$ cat config.mk
export PLATFORM = sky130hd
export DESIGN_NAME = can_msg_buffer
export DESIGN_NICKNAME = d
export VERILOG_FILES = /design/src/inc/can_buf_pkg.sv /design/src/rtl/can_msg_ram.sv /design/src/rtl/can_msg_buffer.sv
export SDC_FILE = /design/constraint.sdc
export NUM_CORES = 1
export LEC_CHECK = 0
export ABC_AREA = 1
export BUFFER_PORTS_ARGS = -buffer_cell sky130_fd_sc_hd__buf_4
export CAP_MARGIN = 25
export CORE_ASPECT_RATIO = 1.25
export CORE_MARGIN = 8
export CORE_UTILIZATION = 35
export DETAILED_ROUTE_END_ITERATION = 10
export PLACE_DENSITY = 0.53
export SYNTH_ARGS = -nofsm -noshare
export SYNTH_HDL_FRONTEND = slang
export SYNTH_SLANG_ARGS = --single-unit
$ cat constraint.sdc
create_clock -name clk_sys -period 21.8 [get_ports clk_sys]
set_input_delay 4.36 -clock clk_sys [delete_from_list [all_inputs] [get_ports clk_sys]]
set_output_delay 4.36 -clock clk_sys [all_outputs]
set_load 0.01 [all_outputs]
$ cat src/inc/can_buf_pkg.sv
/*
  Constants and types for the CAN message buffering block.
  Assumes one 100 MHz module clock shared with the protocol engine.
*/
package can_buf_pkg;

  localparam int ID_W    = 29;
  localparam int DATA_W  = 64;
  localparam int DLC_W   = 4;
  localparam int ENTRY_W = 1 + DLC_W + ID_W + DATA_W;
  localparam int N_FILT  = 6;
  localparam int N_FILT0 = 2;
  localparam int N_RXB   = 2;
  localparam int N_TXB   = 3;
  localparam int TXB_AW  = 2;
  localparam int TXB_BYTES  = 14;
  localparam int TXB_DATA_B = 8;

  // Standard identifier sits in the top 11 identifier bits
  localparam logic [ID_W-1:0] STD_ID_CARE = 29'h1FFC0000;

  localparam logic [7:0] RX_WARN_LIMIT = 8'h60;
  localparam logic [7:0] RX_PASS_LIMIT = 8'h7F;
  localparam logic [8:0] TX_WARN_LIMIT = 9'h060;
  localparam logic [8:0] TX_PASS_LIMIT = 9'h07F;
  localparam logic [8:0] TX_BOFF_LIMIT = 9'h0FF;
  localparam logic [7:0] RX_CNT_MAX    = 8'hFF;
  localparam logic [8:0] TX_CNT_MAX    = 9'h1FF;

  localparam logic [7:0] RX_CNT_RST = 8'h00;
  localparam logic [8:0] TX_CNT_RST = 9'h000;

  typedef enum logic {T_IDLE, T_BUSY} tx_state_e;

endpackage

$ cat src/rtl/can_msg_ram.sv
/*
  Small buffer memory with one write port and a registered read port.
  Assumes the caller keeps addresses below the depth.
*/
`timescale 1ns/1ps
module can_msg_ram #(
  parameter int W  = 8,
  parameter int D  = 2,
  parameter int AW = 1
) (
  input  wire logic          clk_sys,
  input  wire logic          reset,
  input  wire logic          clk_en,
  input  wire logic          wr_en,
  input  wire logic [AW-1:0] wr_addr,
  input  wire logic [W-1:0]  wr_data,
  input  wire logic          rd_en,
  input  wire logic [AW-1:0] rd_addr,
  output logic      [W-1:0]  rd_data
);

  logic [W-1:0] mem [D];
  logic [W-1:0] rd_data_ff;
  logic [W-1:0] nxt_rd_data;

  always_comb begin
    nxt_rd_data = rd_data_ff;
    if (rd_en) begin
      nxt_rd_data = mem[rd_addr];
    end
  end

  always_ff @(posedge clk_sys) begin
    if (clk_en && wr_en) begin
      mem[wr_addr] <= wr_data;
    end
  end

  always_ff @(posedge clk_sys or posedge reset) begin
    if (reset) begin
      rd_data_ff <= '0;
    end else if (clk_en) begin
      rd_data_ff <= nxt_rd_data;
    end
  end

  assign rd_data = rd_data_ff;

endmodule

$ cat src/rtl/can_msg_buffer.sv
/*
  Receive and transmit message buffering for a CAN controller.
  Assumes the protocol engine runs on clk_sys and gives one-cycle pulses;
  software-side controls are plain ports on the same clock.
*/
`timescale 1ns/1ps
// Summary of operation
// - Assembly buffer feeds two visible receive buffers
// - Store sets receive flag; software clears it
// - Filters 0-1 to buffer 0, 2-5 to 1
// - Frame format selects which filters compare
// - Zero mask bit always matches
// - Full target: overrun and summary error, discard
// - Without double buffering, no redirect, overrun zero
// - Double buffering redirects to buffer one
// - Receive errors count; warning at 96
// - Receive interrupt right after stored frame
// - Receive error sets invalid-message flag
// - Receive count above 127 sets passive
// - Three transmit buffers, 14 bytes each
// - Highest priority pending buffer sent first
// - Request set clears abort, arbitration, error flags
// - Success clears request, may interrupt
// - Failure keeps request, sets error or arbitration
// - Clear request or abort-all aborts idle buffers
// - Transmit errors count; warning above 96
// - Transmit interrupt while a done buffer has no request
// - Transmit count above 127 sets passive
// - Transmit count above 255 sets bus-off
module can_msg_buffer import can_buf_pkg::*; (
  input  wire logic                   clk_sys,
  input  wire logic                   reset,
  input  wire logic                   clk_en,
  input  wire logic                   rx_frame_valid,
  input  wire logic [ID_W-1:0]        rx_id,
  input  wire logic                   received_ext_id_bit,
  input  wire logic [DLC_W-1:0]       rx_dlc,
  input  wire logic [DATA_W-1:0]      rx_data,
  input  wire logic                   rx_err_crc,
  input  wire logic                   rx_err_stuff,
  input  wire logic                   rx_err_invalid,
  input  wire logic [N_FILT*ID_W-1:0] accept_filter_id,
  input  wire logic [N_FILT-1:0]      filter_ext_select,
  input  wire logic [ID_W-1:0]        accept_mask_zero,
  input  wire logic [ID_W-1:0]        accept_mask_one,
  input  wire logic                   double_buffer_enable,
  input  wire logic [N_RXB-1:0]       receive_irq_enable,
  input  wire logic [N_RXB-1:0]       receive_done_clear,
  input  wire logic [N_RXB-1:0]       overrun_clear,
  input  wire logic                   error_flag_clear,
  input  wire logic                   rd_req,
  input  wire logic                   rd_sel,
  output logic      [ID_W-1:0]        rd_id,
  output logic                        rd_ext,
  output logic      [DLC_W-1:0]       rd_dlc,
  output logic      [DATA_W-1:0]      rd_data,
  input  wire logic                   tx_load,
  input  wire logic [TXB_AW-1:0]      tx_load_sel,
  input  wire logic [ID_W-1:0]        tx_load_id,
  input  wire logic                   tx_load_ext,
  input  wire logic [DLC_W-1:0]       tx_load_dlc,
  input  wire logic [DATA_W-1:0]      tx_load_data,
  input  wire logic [2*N_TXB-1:0]     transmit_priority_field,
  input  wire logic [N_TXB-1:0]       transmit_request_set,
  input  wire logic [N_TXB-1:0]       transmit_request_clear,
  input  wire logic                   abort_all_bit,
  input  wire logic [N_TXB-1:0]       transmit_done_clear,
  input  wire logic [N_TXB-1:0]       transmit_irq_enable,
  input  wire logic                   bus_free,
  input  wire logic                   tx_ok,
  input  wire logic                   tx_lost,
  input  wire logic                   tx_err_ack,
  input  wire logic                   tx_err_form,
  input  wire logic                   tx_err_bit,
  output logic                        tx_start,
  output logic      [TXB_AW-1:0]      tx_sel,
  output logic      [ID_W-1:0]        tx_id,
  output logic                        tx_ext,
  output logic      [DLC_W-1:0]       tx_dlc,
  output logic      [DATA_W-1:0]      tx_data,
  output logic      [N_RXB-1:0]       receive_done_flag,
  output logic      [N_RXB-1:0]       receive_overrun_flag,
  output logic                        summary_error_flag,
  output logic                        invalid_message_flag,
  output logic                        receive_warning_flag,
  output logic                        receive_passive_flag,
  output logic      [7:0]             receive_error_count,
  output logic      [N_TXB-1:0]       transmit_request_bit,
  output logic      [N_TXB-1:0]       transmit_aborted_flag,
  output logic      [N_TXB-1:0]       lost_arbitration_flag,
  output logic      [N_TXB-1:0]       transmit_error_flag,
  output logic      [N_TXB-1:0]       transmit_done_flag,
  output logic                        transmit_warning_flag,
  output logic                        transmit_passive_flag,
  output logic                        bus_off_flag,
  output logic      [8:0]             transmit_error_count,
  output logic                        irq_receive,
  output logic                        irq_transmit,
  output logic                        irq_error
);

  // Assembly buffer: holds the frame one cycle while filters decide
  logic               asm_valid_ff, nxt_asm_valid;
  logic [ENTRY_W-1:0] asm_entry_ff, nxt_asm_entry;
  logic               asm_ext;
  logic [ID_W-1:0]    asm_id;
  logic [N_FILT-1:0]  filt_hit;
  logic               hit0, hit1;

  always_comb begin
    nxt_asm_valid = rx_frame_valid;
    nxt_asm_entry = asm_entry_ff;
    if (rx_frame_valid) begin
      nxt_asm_entry = {received_ext_id_bit, rx_dlc, rx_id, rx_data};
    end
  end

  always_ff @(posedge clk_sys or posedge reset) begin
    if (reset) begin
      asm_valid_ff <= 1'b0;
      asm_entry_ff <= '0;
    end else if (clk_en) begin
      asm_valid_ff <= nxt_asm_valid;
      asm_entry_ff <= nxt_asm_entry;
    end
  end

  assign asm_ext = asm_entry_ff[ENTRY_W-1];
  assign asm_id  = asm_entry_ff[DATA_W +: ID_W];

  for (genvar gi = 0; gi < N_FILT; gi++) begin : g_filt
    logic [ID_W-1:0] msk;
    logic [ID_W-1:0] care;
    assign msk  = (gi < N_FILT0) ? accept_mask_zero : accept_mask_one;
    assign care = asm_ext ? msk : (msk & STD_ID_CARE);
    assign filt_hit[gi] = (filter_ext_select[gi] == asm_ext) &&
      (((asm_id ^ accept_filter_id[gi*ID_W +: ID_W]) & care) == '0);
  end

  assign hit0 = |filt_hit[N_FILT0-1:0];
  assign hit1 = |filt_hit[N_FILT-1:N_FILT0];

  // Receive buffers, flags and error counter
  logic [N_RXB-1:0] full_ff, nxt_full, ovr_ff, nxt_ovr, ovr_set, wr_hot;
  logic             rx_wr_en, rx_wr_addr;
  logic             inval_ff, nxt_inval, summ_ff, nxt_summ;
  logic             rwarn_ff, nxt_rwarn, rpass_ff, nxt_rpass;
  logic [7:0]       rcnt_ff, nxt_rcnt;
  logic [8:0]       rsum;
  logic             rx_any_err, tx_err_evt;
  logic             irq_rx_ff, nxt_irq_rx, irq_err_ff, nxt_irq_err;
  logic [ENTRY_W-1:0] rx_rd_entry;

  always_comb begin
    rx_wr_en   = 1'b0;
    rx_wr_addr = 1'b0;
    ovr_set    = '0;
    if (asm_valid_ff) begin
      if (hit0) begin
        if (!full_ff[0]) begin
          rx_wr_en = 1'b1;
        end else if (double_buffer_enable && !full_ff[1]) begin
          rx_wr_en   = 1'b1;
          rx_wr_addr = 1'b1;
        end else if (double_buffer_enable) begin
          ovr_set[1] = 1'b1;
        end else begin
          ovr_set[0] = 1'b1;
        end
      end else if (hit1) begin
        if (!full_ff[1]) begin
          rx_wr_en   = 1'b1;
          rx_wr_addr = 1'b1;
        end else begin
          ovr_set[1] = 1'b1;
        end
      end
    end
    wr_hot   = {rx_wr_en & rx_wr_addr, rx_wr_en & ~rx_wr_addr};
    nxt_full = (full_ff & ~receive_done_clear) | wr_hot;
    nxt_ovr  = (ovr_ff & ~overrun_clear) | ovr_set;
    rx_any_err = rx_err_crc | rx_err_stuff | rx_err_invalid;
    rsum = {1'b0, rcnt_ff} + {8'h00, rx_err_crc}
         + {8'h00, rx_err_stuff} + {8'h00, rx_err_invalid};
    nxt_rcnt  = (rsum > {1'b0, RX_CNT_MAX}) ? RX_CNT_MAX : rsum[7:0];
    nxt_rwarn = nxt_rcnt >= RX_WARN_LIMIT;
    nxt_rpass = nxt_rcnt > RX_PASS_LIMIT;
    nxt_inval = (inval_ff & ~error_flag_clear) | rx_any_err;
    nxt_summ  = (summ_ff & ~error_flag_clear) | (|ovr_set) | rx_any_err
              | (nxt_rwarn & ~rwarn_ff) | (nxt_rpass & ~rpass_ff)
              | tx_err_evt;
    nxt_irq_rx  = |(nxt_full & receive_irq_enable);
    nxt_irq_err = nxt_summ;
  end

  always_ff @(posedge clk_sys or posedge reset) begin
    if (reset) begin
      full_ff    <= '0;
      ovr_ff     <= '0;
      inval_ff   <= 1'b0;
      summ_ff    <= 1'b0;
      rwarn_ff   <= 1'b0;
      rpass_ff   <= 1'b0;
      rcnt_ff    <= RX_CNT_RST;
      irq_rx_ff  <= 1'b0;
      irq_err_ff <= 1'b0;
    end else if (clk_en) begin
      full_ff    <= nxt_full;
      ovr_ff     <= nxt_ovr;
      inval_ff   <= nxt_inval;
      summ_ff    <= nxt_summ;
      rwarn_ff   <= nxt_rwarn;
      rpass_ff   <= nxt_rpass;
      rcnt_ff    <= nxt_rcnt;
      irq_rx_ff  <= nxt_irq_rx;
      irq_err_ff <= nxt_irq_err;
    end
  end

  can_msg_ram #(.W(ENTRY_W), .D(N_RXB), .AW(1)) u_rx_ram (
    .clk_sys (clk_sys),
    .reset   (reset),
    .clk_en  (clk_en),
    .wr_en   (rx_wr_en),
    .wr_addr (rx_wr_addr),
    .wr_data (asm_entry_ff),
    .rd_en   (rd_req),
    .rd_addr (rd_sel),
    .rd_data (rx_rd_entry)
  );

  // Transmit scheduling; each entry holds ext bit, DLC, identifier and data (98 bits)
  tx_state_e          state_ff, nxt_state;
  logic [TXB_AW-1:0]  cur_ff, nxt_cur, pick;
  logic [N_TXB-1:0]   req_ff, nxt_req, abt_ff, nxt_abt, larb_ff, nxt_larb;
  logic [N_TXB-1:0]   terr_ff, nxt_terr, tdone_ff, nxt_tdone;
  logic [N_TXB-1:0]   apend_ff, nxt_apend, abort_req, pend, cur_hot, kill;
  logic               start_ff, nxt_start, tx_rd_en, tx_wr_en, found;
  logic [1:0]         best;
  logic [8:0]         tcnt_ff, nxt_tcnt;
  logic [9:0]         tsum;
  logic               twarn_ff, nxt_twarn, tpass_ff, nxt_tpass;
  logic               boff_ff, nxt_boff, tx_fail, irq_tx_ff, nxt_irq_tx;
  logic [ENTRY_W-1:0] tx_rd_entry;

  assign tx_wr_en = tx_load && (tx_load_sel < TXB_AW'(N_TXB))
                 && !req_ff[tx_load_sel];

  always_comb begin
    nxt_state = state_ff;
    nxt_cur   = cur_ff;
    nxt_start = 1'b0;
    tx_rd_en  = 1'b0;
    nxt_req   = req_ff | transmit_request_set;
    nxt_abt   = abt_ff & ~transmit_request_set;
    nxt_larb  = larb_ff & ~transmit_request_set;
    nxt_terr  = terr_ff & ~transmit_request_set;
    nxt_tdone = tdone_ff & ~transmit_done_clear;
    nxt_apend = apend_ff;
    abort_req = transmit_request_clear | {N_TXB{abort_all_bit}};
    cur_hot   = N_TXB'(1) << cur_ff;
    tx_fail   = tx_lost | tx_err_ack | tx_err_form | tx_err_bit;
    pend      = req_ff & ~abort_req;
    found = 1'b0;
    best  = 2'b00;
    pick  = '0;
    for (int i = 0; i < N_TXB; i++) begin
      if (pend[i] && (!found || transmit_priority_field[2*i +: 2] >= best))
      begin
        found = 1'b1;
        best  = transmit_priority_field[2*i +: 2];
        pick  = TXB_AW'(i);
      end
    end
    case (state_ff)
      T_IDLE: begin
        kill      = abort_req & req_ff;
        nxt_req   = nxt_req & ~kill;
        nxt_abt   = nxt_abt | kill;
        nxt_apend = '0;
        if (bus_free && found && !boff_ff) begin
          tx_rd_en  = 1'b1;
          nxt_cur   = pick;
          nxt_start = 1'b1;
          nxt_state = T_BUSY;
        end
      end
      T_BUSY: begin
        kill      = abort_req & req_ff & ~cur_hot;
        nxt_req   = nxt_req & ~kill;
        nxt_abt   = nxt_abt | kill;
        nxt_apend = apend_ff | (abort_req & cur_hot);
        if (tx_ok) begin
          nxt_req   = nxt_req & ~cur_hot;
          nxt_tdone = nxt_tdone | cur_hot;
          nxt_apend = '0;
          nxt_state = T_IDLE;
        end else if (tx_fail) begin
          if (tx_lost) begin
            nxt_larb = nxt_larb | cur_hot;
          end else begin
            nxt_terr = nxt_terr | cur_hot;
          end
          if (|(nxt_apend & cur_hot)) begin
            nxt_req = nxt_req & ~cur_hot;
            nxt_abt = nxt_abt | cur_hot;
          end
          nxt_apend = '0;
          nxt_state = T_IDLE;
        end
      end
      default: begin
        kill      = '0;
        nxt_state = T_IDLE;
      end
    endcase
    tsum = {1'b0, tcnt_ff} + {9'h000, tx_err_ack}
         + {9'h000, tx_err_form} + {9'h000, tx_err_bit};
    nxt_tcnt  = (tsum > {1'b0, TX_CNT_MAX}) ? TX_CNT_MAX : tsum[8:0];
    nxt_twarn = nxt_tcnt > TX_WARN_LIMIT;
    nxt_tpass = nxt_tcnt > TX_PASS_LIMIT;
    nxt_boff  = nxt_tcnt > TX_BOFF_LIMIT;
    tx_err_evt = (nxt_twarn & ~twarn_ff) | (nxt_tpass & ~tpass_ff)
               | (nxt_boff & ~boff_ff) | (|(nxt_terr & ~terr_ff));
    nxt_irq_tx = |(nxt_tdone & ~nxt_req & transmit_irq_enable);
  end

  always_ff @(posedge clk_sys or posedge reset) begin
    if (reset) begin
      state_ff  <= T_IDLE;
      cur_ff    <= '0;
      start_ff  <= 1'b0;
      req_ff    <= '0;
      abt_ff    <= '0;
      larb_ff   <= '0;
      terr_ff   <= '0;
      tdone_ff  <= '0;
      apend_ff  <= '0;
      tcnt_ff   <= TX_CNT_RST;
      twarn_ff  <= 1'b0;
      tpass_ff  <= 1'b0;
      boff_ff   <= 1'b0;
      irq_tx_ff <= 1'b0;
    end else if (clk_en) begin
      state_ff  <= nxt_state;
      cur_ff    <= nxt_cur;
      start_ff  <= nxt_start;
      req_ff    <= nxt_req;
      abt_ff    <= nxt_abt;
      larb_ff   <= nxt_larb;
      terr_ff   <= nxt_terr;
      tdone_ff  <= nxt_tdone;
      apend_ff  <= nxt_apend;
      tcnt_ff   <= nxt_tcnt;
      twarn_ff  <= nxt_twarn;
      tpass_ff  <= nxt_tpass;
      boff_ff   <= nxt_boff;
      irq_tx_ff <= nxt_irq_tx;
    end
  end

  can_msg_ram #(.W(ENTRY_W), .D(N_TXB), .AW(TXB_AW)) u_tx_ram (
    .clk_sys (clk_sys),
    .reset   (reset),
    .clk_en  (clk_en),
    .wr_en   (tx_wr_en),
    .wr_addr (tx_load_sel),
    .wr_data ({tx_load_ext, tx_load_dlc, tx_load_id, tx_load_data}),
    .rd_en   (tx_rd_en),
    .rd_addr (pick),
    .rd_data (tx_rd_entry)
  );

  assign {rd_ext, rd_dlc, rd_id, rd_data} = rx_rd_entry;
  assign {tx_ext, tx_dlc, tx_id, tx_data} = tx_rd_entry;
  assign tx_start              = start_ff;
  assign tx_sel                = cur_ff;
  assign receive_done_flag     = full_ff;
  assign receive_overrun_flag  = ovr_ff;
  assign summary_error_flag    = summ_ff;
  assign invalid_message_flag  = inval_ff;
  assign receive_warning_flag  = rwarn_ff;
  assign receive_passive_flag  = rpass_ff;
  assign receive_error_count   = rcnt_ff;
  assign transmit_request_bit  = req_ff;
  assign transmit_aborted_flag = abt_ff;
  assign lost_arbitration_flag = larb_ff;
  assign transmit_error_flag   = terr_ff;
  assign transmit_done_flag    = tdone_ff;
  assign transmit_warning_flag = twarn_ff;
  assign transmit_passive_flag = tpass_ff;
  assign bus_off_flag          = boff_ff;
  assign transmit_error_count  = tcnt_ff;
  assign irq_receive           = irq_rx_ff;
  assign irq_transmit          = irq_tx_ff;
  assign irq_error             = irq_err_ff;
endmodule

* Word-level counts from Yosys, hierarchy flattened
Memories as Yosys holds them, arrays and structs flattened. A register that Yosys moved wholly into a read port is not among the register bits.
Index checks and enable logic that the tools add are counted.
** Storage, ports and cells
- Bits in writable memories :: 490
- Input port bits :: 479
- Memories :: 2
- Output and inout port bits :: 245
- Bits in registers :: 151
** Memories
- u_tx_ram.mem :: depth 3, bits a word 98, rd ports 1, clocked after memory_dff 1, wr ports 1, RTL line can_msg_ram.sv:22 : logic [W-1:0] mem [D];
- u_rx_ram.mem :: depth 2, bits a word 98, rd ports 1, clocked after memory_dff 1, wr ports 1, RTL line can_msg_ram.sv:22
** Operators by class
- Add/sub/neg operators :: 6
- Mux-type cells :: 61
- Shift operators :: 1
- Reduce and logical (&&, ||, !) cells :: 39
- Bitwise logic cells :: 82
- Equality and inequality tests :: 6
- $lt $le $gt $ge :: 11
** Operator list (count)
- 29-bit bitwise AND :: 6
- 29-bit logical NOT :: 6
- 29-bit bitwise XOR :: 6
- 3-bit 2-to-1 mux :: 18
- 3-bit bitwise AND :: 15
- 18-bit 2-to-1 mux :: 2
- 1-bit 2-to-1 mux :: 28
- 3-bit bitwise OR :: 9
- 3-bit inverter :: 8
- 10-bit by 1-bit adder with 10-bit output :: 2
- 9-bit by 1-bit adder with 9-bit output :: 2
- 9-bit by 7-bit > comparator with 1-bit output, second input constant :: 2
- 9-bit by 8-bit > comparator with 1-bit output, second input constant :: 2
- 3-bit one-hot mux with 2 select lines :: 3
- 1-bit logical AND :: 15
- 1-bit bitwise OR :: 14
- 2-bit 2-to-1 mux :: 6
- 9-bit by 1-bit adder with 10-bit output :: 1
- 10-bit by 9-bit > comparator with 1-bit output, second input constant :: 1
- 8-bit by 1-bit adder with 9-bit output :: 1
- 1-bit bitwise AND :: 9
- 9-bit 2-to-1 mux :: 1
- 3-bit OR reduction :: 3
- 8-bit by 7-bit >= comparator with 1-bit output, second input constant :: 1
- other kinds (19) :: 45

* Longest topological paths before layout
Gate-level depths: netlist of run 1.
- Word-level depth :: 17
- Gate-level depth with buffers :: 25
- Gate-level depth less buffers :: 21

* Hierarchy
A second synthesis of run 1 with hierarchy kept.
** Unflattened totals
- Cell total of the unflattened synthesis :: 3752
- Area total of the unflattened synthesis :: 36202.2 µm²
** By module, submodules not included
- can_msg_ram (u_tx_ram) :: times used 1, area each 14859.3 µm², sequential area each 11280.8 µm², cells an instance 1249
- can_msg_ram (u_rx_ram) :: times used 1, area each 10814.1 µm², sequential area each 8338.0 µm², cells an instance 931
- can_msg_buffer :: times used 1, area each 10528.8 µm², sequential area each 3753.6 µm², cells an instance 1572

* Worst setup path after synthesis of run 1
No wires, ideal clock.
- Path type :: input-to-reg
- Start point :: in clk_en
- End point :: mem u_tx_ram.mem[0][0] (netlist bit), enable pin
- Buffers on the path :: 2
- Data arrival time :: 11.608 ns
- Cell stages on the path :: 4
- Path slack :: 9.516 ns
- Data required time :: 21.124 ns
- Library setup time :: 0.676 ns
- Cell sequence :: buf_2 > clkbuf_1 > o2111ai_1 > nor3_1
** Between the ends
- Longest elaborated chain between the ends :: 3
** RTL lines
- start: declaration :: RTL line can_msg_buffer.sv:33 : input wire logic clk_en,
- 1-bit logical AND :: RTL line can_msg_ram.sv:34 : if (clk_en && wr_en) begin
- 1-bit 2-to-1 mux :: RTL line can_msg_ram.sv:34
- 1-bit 2-to-1 mux (implied by the code) :: RTL line can_msg_ram.sv:35 : mem[wr_addr] <= wr_data;
- end: declaration :: RTL line can_msg_ram.sv:22
Every way passes these cells.

* Worst setup path in the final report of run 1
- Start point :: in abort_all_bit
- End point :: reg u_tx_ram.rd_data_ff[75] (netlist: u_tx_ram.rd_data[75]), read port of u_tx_ram.mem
** Between the ends
- Longest elaborated chain between the ends :: 17
- Elaborated cells on any way between the ends :: 23
** RTL lines
- start: declaration :: RTL line can_msg_buffer.sv:66 : input wire logic abort_all_bit,
- 3-bit bitwise OR (*) :: RTL line can_msg_buffer.sv:260 : abort_req = transmit_request_clear | {N_TXB{abort_all_bit}};
- 3-bit inverter (*) :: RTL line can_msg_buffer.sv:263 : pend = req_ff & ~abort_req;
- 3-bit bitwise AND (*) :: RTL line can_msg_buffer.sv:263
- 2-bit 2-to-1 mux / 1-bit 2-to-1 mux (equally long branches) :: RTL line can_msg_buffer.sv:268 : if (pend[i] && (!found || transmit_priority_field[2*i +: 2] >= best))
- 2-bit >= comparator / 1-bit logical NOT (equally long branches) :: RTL line can_msg_buffer.sv:268
- 1-bit logical OR :: RTL line can_msg_buffer.sv:268
- 1-bit logical AND :: RTL line can_msg_buffer.sv:268
- 2-bit 2-to-1 mux / 1-bit 2-to-1 mux (equally long branches) :: RTL line can_msg_buffer.sv:268
- 2-bit >= comparator / 1-bit logical NOT (equally long branches) :: RTL line can_msg_buffer.sv:268
- 1-bit logical OR :: RTL line can_msg_buffer.sv:268
- 1-bit logical AND :: RTL line can_msg_buffer.sv:268
- 1-bit 2-to-1 mux :: RTL line can_msg_buffer.sv:268
- 1-bit logical AND (2 in series) :: RTL line can_msg_buffer.sv:281 : if (bus_free && found && !boff_ff) begin
- 1-bit 2-to-1 mux :: RTL line can_msg_buffer.sv:281
- 1-bit 2-to-1 mux :: RTL line can_msg_buffer.sv:275 : case (state_ff)
- 2-bit AND reduction (no source line)
- end: declaration :: RTL line can_msg_ram.sv:23 : logic [W-1:0] rd_data_ff;
Every way passes the cells marked *; elsewhere a longest branch is shown, timed or not.
A chain may end at the register's enable or synchronous reset.

==> results.toml, run 1 <==
[clocking]
h-tree-depth = 3
post_cts_buffers = 0
cts.sinks = 836
clockBufferDepth = 3
tritoncts = "done"
root_buffer = "clkbuf_16"
clk_pin_slew_ps = 60
clk_latency_ps = 650
cts_resized = 0
numCtsBuffers = 88
cts-hold-fix-buffers = 0

[yosys]
synthCells = 3197
synth_top_family_by_area = "simple AND/OR/NAND/NOR gates"
ys_seq_area_share_pct = 67.5
synthMuxAreaShare_pct = 2.28
synth-compound-area-share_pct = 9.32
syn_avg_cell_area_um2 = 10.8
synthSimpleGateAreaFrac_pct = 15.5
synth_area_leaders = "edfxtp_1, dfrtp_1, nand2_1"
ys_warn_count = 0
syn_area_mm2 = 0.0346
syn-num-nets = 3689
ys_ff_latch = 836
synthXorXnorAreaFrac_pct = 0.481
synth_top_area_share_pct = 42.5
synth_top_area_cell = "edfxtp_1"
synthAdderAreaFrac_pct = 0.557
yosysUniqueCellTypes = 45

[cells_and_area]
synthToLayoutAreaGrowth_pct = 27.9
nFillCells = 9327
fin_nets = 4379
design_area_mm2 = 0.0443
drive_gt1_share_pct = 25.7

[worst_setup_path]
crit_arrival_ps = 8800
regToRegSetupSlack_ps = 16980
endpoint_kind = "register"
crit_type = "in -> reg"
critical_path.startpoint_type = "input port"
cpPeakStageDelay_ps = 750
cp_common_cell = "o21ai_0"
critPathMaxFanout = 79
critical-path-top-delay-family = "buffers and inverters"
worst-path-buf-inv = 6
crit_chain = "buf_4 -> inv_2 -> nand2_2 -> nor2_2 -> nand2_1 -> ha_1 -> o21ai_0 -> a21oi_4 -> buf_4 -> clkinv_2 -> o21ai_0 -> ha_1 -> o21ai_0 -> nand3b_1 -> nand2_2 -> nand2_4 -> inv_4 -> buf_4 -> o21ai_0 -> o21ai_0"
critical_path_required_ps = 22350
cp_slowest_cell = "buf_4"

[floorplan]
boundaryPins = 724
coreArea_mm2 = 0.0985
die_h_um = 368
row_count = 129
dieArea_mm2 = 0.109
initial_utilization_pct = 35.2
die_x_um = 297

[route]
wire_per_inst_um = 23.5
drt-total-wl_um = 124000
avgViaCountPerCell = 4.86
drt_first_pass_iters = 5
drtIter0Drc = 1825
drcViolationCount = 0
ant_nets = 0
via_count = 25764

[timing]
period_needed_ps = 8250
layout_setup_ws_ps = 13550
hold_viol_final = 0
grt_setup_unrepaired = "no"
setup_viol = 0
fmax_ghz = 0.121
maxSlewViolCount = 0
clock_skew_ps = 29.4
max_slew.worst_pin.slew_ps = 1040
post-route-period-util_pct = 37.8
setup_tns_ps = 0
maxSlewHeadroom_pct = 30.4
timing.hold.ws_ps = 442

[global_route]
grt_max_degree = 128
grt_pass1_vias = 25901
grtUsageTotal_pct = 22.1
grt_first_pass_wirelength_um = 181000
grt_overflow = 0
antenna_found_initial = 40

[power]
leakage_uw = 0.0188
power.total_uw = 4420
ir_worst_vdd_uv = 76.5
powerDensity_mw_per_mm2 = 99.8

[placement]
gp_congestion = 0.933
io_buffer_count = 723
detailed_place.area_mm2 = 0.0412
hpwlAfterDp_um = 89900
post-place-ws_ps = 12860

[flow_run]
drv_cap = 0

[outcome]
status = "finished clean"

[hold_path]
hp-class = "reg -> reg"
-- metal layers --
layer / up-vias / GRT usage (%) / part of all wire [%]
li1: 12262 / - / -
met1: 12430 / 27.1 / 40
met2: 878 / 37.0 / 48
met3: 160 / 7.97 / 9.2
met4: 34 / 5.57 / 2.2
met5: - / 0 / 0.19
-- final timing paths --
check | startpoint | endpoint | cells past startpoint
max reg2reg | transmit_request_bit[0]$_DFFE_PP0P_ | u_tx_ram.rd_data[75]$_DFFE_PP0P_ | 19
max | abort_all_bit | u_tx_ram.rd_data[75]$_DFFE_PP0P_ | 20
min | u_tx_ram.mem[2][22]$_DFFE_PP_ | u_tx_ram.rd_data[22]$_DFFE_PP0P_ | 2
min in group asynchronous | reset | asm_entry_ff[12]$_DFFE_PP0P_ | 2
max in group asynchronous | reset | u_rx_ram.rd_data[58]$_DFFE_PP0P_ | 4
min reg2reg | u_tx_ram.mem[2][22]$_DFFE_PP_ | u_tx_ram.rd_data[22]$_DFFE_PP0P_ | 2
-- worst register-to-register path, cell delays in order (launching register included) --
cell	delay, ps
dfrtp_1	410
inv_1	200
nor2_2	80
inv_2	70
nor2_1	50
ha_1	260
o21ai_0	160
a21oi_4	180
buf_4	390
clkinv_2	420
o21ai_0	310
ha_1	270
o21ai_0	160
nand3b_1	100
nand2_2	170
nand2_4	100
inv_4	160
buf_4	760
o21ai_0	270
o21ai_0	210
-- layout by cell type, fill, tap and decap left out, types with 3 or more instances in the layout --
master / netlist / final
nand2_1: 753 / 751
buf_4: 9 / 750
edfxtp_1: 490 / 490
nor2_1: 386 / 384
dfrtp_1: 346 / 345
a21oi_1: 245 / 245
inv_1: 176 / 174
o21ai_0: 152 / 152
nand3_1: 128 / 128
clkbuf_16: 0 / 88
mux2_2: 70 / 70
a22oi_1: 58 / 58
o21ai_1: 51 / 51
o211ai_1: 39 / 39
diode_2: 0 / 24
clkinv_2: 0 / 22
clkbuf_1: 70 / 22
or2_1: 19 / 19
o221ai_1: 18 / 18
or2_2: 16 / 16
inv_2: 16 / 13
xnor2_1: 12 / 12
clkbuf_8: 0 / 11
ha_1: 9 / 9
bufinv_16: 0 / 9
xor2_1: 7 / 7
nand4_1: 7 / 7
a31oi_1: 6 / 6
nand2_2: 5 / 5
clkinv_1: 1 / 5
nor3_1: 7 / 5
nand2_4: 2 / 4
nand3b_1: 4 / 4
or2_0: 4 / 4
fa_1: 4 / 4
inv_4: 2 / 3
nor2_4: 1 / 3
clkinv_4: 0 / 3
-- area by class of cell --
cell class | count | area (um^2) | area share (%)
Multi-Input combinational cell | 2014 | 9780 | 22.1
Inverter | 195 | 751 | 1.70
Clock inverter | 44 | 567 | 1.28
Antenna cell | 24 | 60.1 | 0.136
Timing Repair Buffer | 752 | 5680 | 12.8
Sequential cell | 836 | 23400 | 52.8
Clock buffer | 121 | 2440 | 5.50
Tap cell | 1310 | 1640 | 3.70
-- power breakdown --
group          switching (uW)  internal [uW]  total, uW
logic                     471            387        858
clock network             638            900       1540
registers                 164           1860       2020
total                    1270           3150       4420
-- through the flow --
stage	cells	utilization, %
finish	5296	45.0
global route	5279	44.9
CTS	5272	44.9
detailed placement	5107	41.9
global placement	5106	41.8
floorplan	3197	-
-- registers in the layout, indices dropped and copies added (netlist names), 7 cells and up --
name and count:
asm_entry_ff 98, u_rx_ram.mem 196, u_tx_ram.mem 294, receive_error_count 7
u_rx_ram.rd_data 98, transmit_error_count 9, u_tx_ram.rd_data 98
-- cell families (layout without fill, tap and decap cells) --
family / count (synthesis) / count (layout)
compound gates: 576 / 576
fa+ha+maj: 13 / 13
simple gates: 1336 / 1336
flops: 836 / 836
mux: 70 / 70
other cells: 0 / 24
xor+xnor: 19 / 19
buf+inv: 347 / 1112
-- cells in the mapped netlist (all sizes together) --
cell type  count
ha             9
o221ai        18
a21boi         1
o21ai        203
inv          194
a31oi          6
nand4          7
buf           77
edfxtp       490
o211ai        39
fa             4
nand2        760
o31ai          1
nor3b          1
a21oi        246
nor2         389
dfrtp        346
clkinv         1
o22ai          2
o311ai         1
a22oi         58
mux2          70
nand3        128
or2           40
o2111ai        1
clkbuf        75
nor3           7
xnor2         12
nand3b         4
xor2           7
Power figures use the tool's default switching activity.
==> run 2: changes to the inputs <==
==> constraint.sdc (replaced) <==
create_clock -name clk_sys -period 8.66 [get_ports clk_sys]
set_input_delay 1.732 -clock clk_sys [delete_from_list [all_inputs] [get_ports clk_sys]]
set_output_delay 1.732 -clock clk_sys [all_outputs]
set_load 0.01 [all_outputs]
==> results.toml, run 2 (same netlist as run 1, synthesis figures left out) <==
[floorplan]
coreArea_mm2 = 0.0985
boundaryPins = 724
die_x_um = 297
dieArea_mm2 = 0.109
die_h_um = 368
row_count = 129
initial_utilization_pct = 35.2

[global_route]
antenna_found_initial = 45
grt_pass1_vias = 25976
grt_max_degree = 119
grt_overflow = 0
grtUsageTotal_pct = 21.9
grt_first_pass_wirelength_um = 179000

[placement]
hpwlAfterDp_um = 88300
dp_cells = 5110
gp_congestion = 0.954
io_buffer_count = 723

[route]
drtIter0Drc = 1704
drt-total-wl_um = 123000
avgViaCountPerCell = 4.90
wire_per_inst_um = 23.3
drt_first_pass_iters = 5
via_count = 25954
ant_nets = 0
drcViolationCount = 0

[timing]
clock_skew_ps = 35.1
grt_setup_unrepaired = "no"
maxSlewViolCount = 0
maxSlewHeadroom_pct = 33.5
post-route-period-util_pct = 57.6
fmax_ghz = 0.201
setup_tns_ps = 0
timing.hold.ws_ps = 452
max_slew.worst_pin.slew_ps = 998
setup_viol = 0
hold_viol_final = 0
period_needed_ps = 4990

[power]
power.total_uw = 11100
leakage_uw = 0.0188
ir_worst_vdd_uv = 178
powerDensity_mw_per_mm2 = 251

[clocking]
cts-hold-fix-buffers = 0
clk_pin_slew_ps = 60
cts_resized = 0
post_cts_buffers = 0
clockBufferDepth = 3
cts.sinks = 836
tritoncts = "done"
h-tree-depth = 3
root_buffer = "clkbuf_16"
numCtsBuffers = 87
clk_latency_ps = 650

[worst_setup_path]
critical_path_required_ps = 9200
timing.rr.start = "asm_entry_ff[97]$_DFFE_PP0P_"
crit_arrival_ps = 5530
endpoint_kind = "register"
timing.rr.end = "u_rx_ram.mem[1][21]$_DFFE_PP_"
crit_chain = "buf_4 -> inv_2 -> nand2_2 -> nor2_2 -> nand2_1 -> ha_1 -> o21ai_0 -> a21oi_4 -> buf_4 -> clkinv_2 -> nand2_1 -> o21ai_0 -> ha_1 -> o21ai_0 -> nand3b_1 -> nand2_2 -> nand2_4 -> inv_4 -> buf_12 -> o21ai_0 -> o21ai_0"
worst-path-buf-inv = 6
rr_worst_depth = 15
cp_common_cell = "o21ai_0"
cpPeakStageDelay_ps = 480
critical-path-top-delay-family = "buffers and inverters"
critical_path.startpoint_type = "input port"
regToRegSetupSlack_ps = 4390
critPathMaxFanout = 55
cp_slowest_cell = "inv_4"
crit_type = "in -> reg"

[cells_and_area]
fin_nets = 4381
top_register = "u_tx_ram.mem"
top_regs = "u_tx_ram.mem (294), u_rx_ram.mem (196)"
nFillCells = 9333
multi_input_area_mm2 = 0.00978
synthToLayoutAreaGrowth_pct = 28.0
largest_reg_flops = 294
layout_common_cells = "nand2_1, buf_4, edfxtp_1"
stdcell_count = 5301
register_area_mm2 = 0.0234
drive_gt1_share_pct = 25.8

[hold_path]
holdCritStartpoint = "asm_entry_ff[60]$_DFFE_PP0P_"
hp-class = "reg -> reg"
holdPathEnd = "u_rx_ram.mem[0][60]$_DFFE_PP_"
min_path_cells = 0

[outcome]
status = "finished clean"

[flow_run]
drv_cap = 0
## run 2: worst max path at each step
| stage | from | end | slack [ps] | depth (start not counted) |
|---|---|---|---|---|
| after CTS | abort_all_bit | u_tx_ram.rd_data[82]$_DFFE_PP0P_ | 3690 | 20 |
| after detailed placement | abort_all_bit | u_tx_ram.rd_data[75]$_DFFE_PP0P_ | 3000 | 20 |
| after global routing | abort_all_bit | u_tx_ram.rd_data[62]$_DFFE_PP0P_ | 3370 | 21 |
| after global placement | abort_all_bit | u_tx_ram.rd_data[61]$_DFFE_PP0P_ | 3040 | 20 |
| after floorplan | clk_en | u_tx_ram.mem[0][0]$_DFFE_PP_ | -1000 | 4 |
| final | abort_all_bit | u_tx_ram.rd_data[75]$_DFFE_PP0P_ | 3670 | 21 |
## run 2: worst register-to-register path: cells and delay by family (launching register included)
family                 cells  cell delay (ps)
buffers and inverters      3             1790
and+or+nand+nor           10             1300
AOI/OAI and AO/OA          2              380
DFF                        1              340
## run 2: area by class of cell
type / instances / share of cell area (%)
Sequential cell: 836 / 52.8
Multi-Input combinational cell: 2014 / 22.1
Timing Repair Buffer: 755 / 12.9
Clock buffer: 113 / 5.53
Tap cell: 1310 / 3.70
Inverter: 195 / 1.69
Clock inverter: 51 / 1.20
Antenna cell: 27 / 0.152
## run 2: metal layers
metal  vias up  routed length [um]  track usage, %
met5         -                 172               0
met4        26                3090            6.27
met3       170               11900            8.45
met2       910               59200            36.3
met1     12558               49100            26.3
li1      12290                   -               -
## run 2: stage by stage
stage               util (%)  setup slack [ps]  area [um^2]
floorplan                  -              -996        34600
global placement        41.9              3040        41300
detailed placement      41.9              3000        41300
CTS                     44.9              3690        44200
global route            45.0              3370        44300
finish                  45.0              3670        44300
## run 2: report_power, final
group	internal, uW	switching [uW]
registers	4680	393
clock network	2260	1610
logic	977	1190
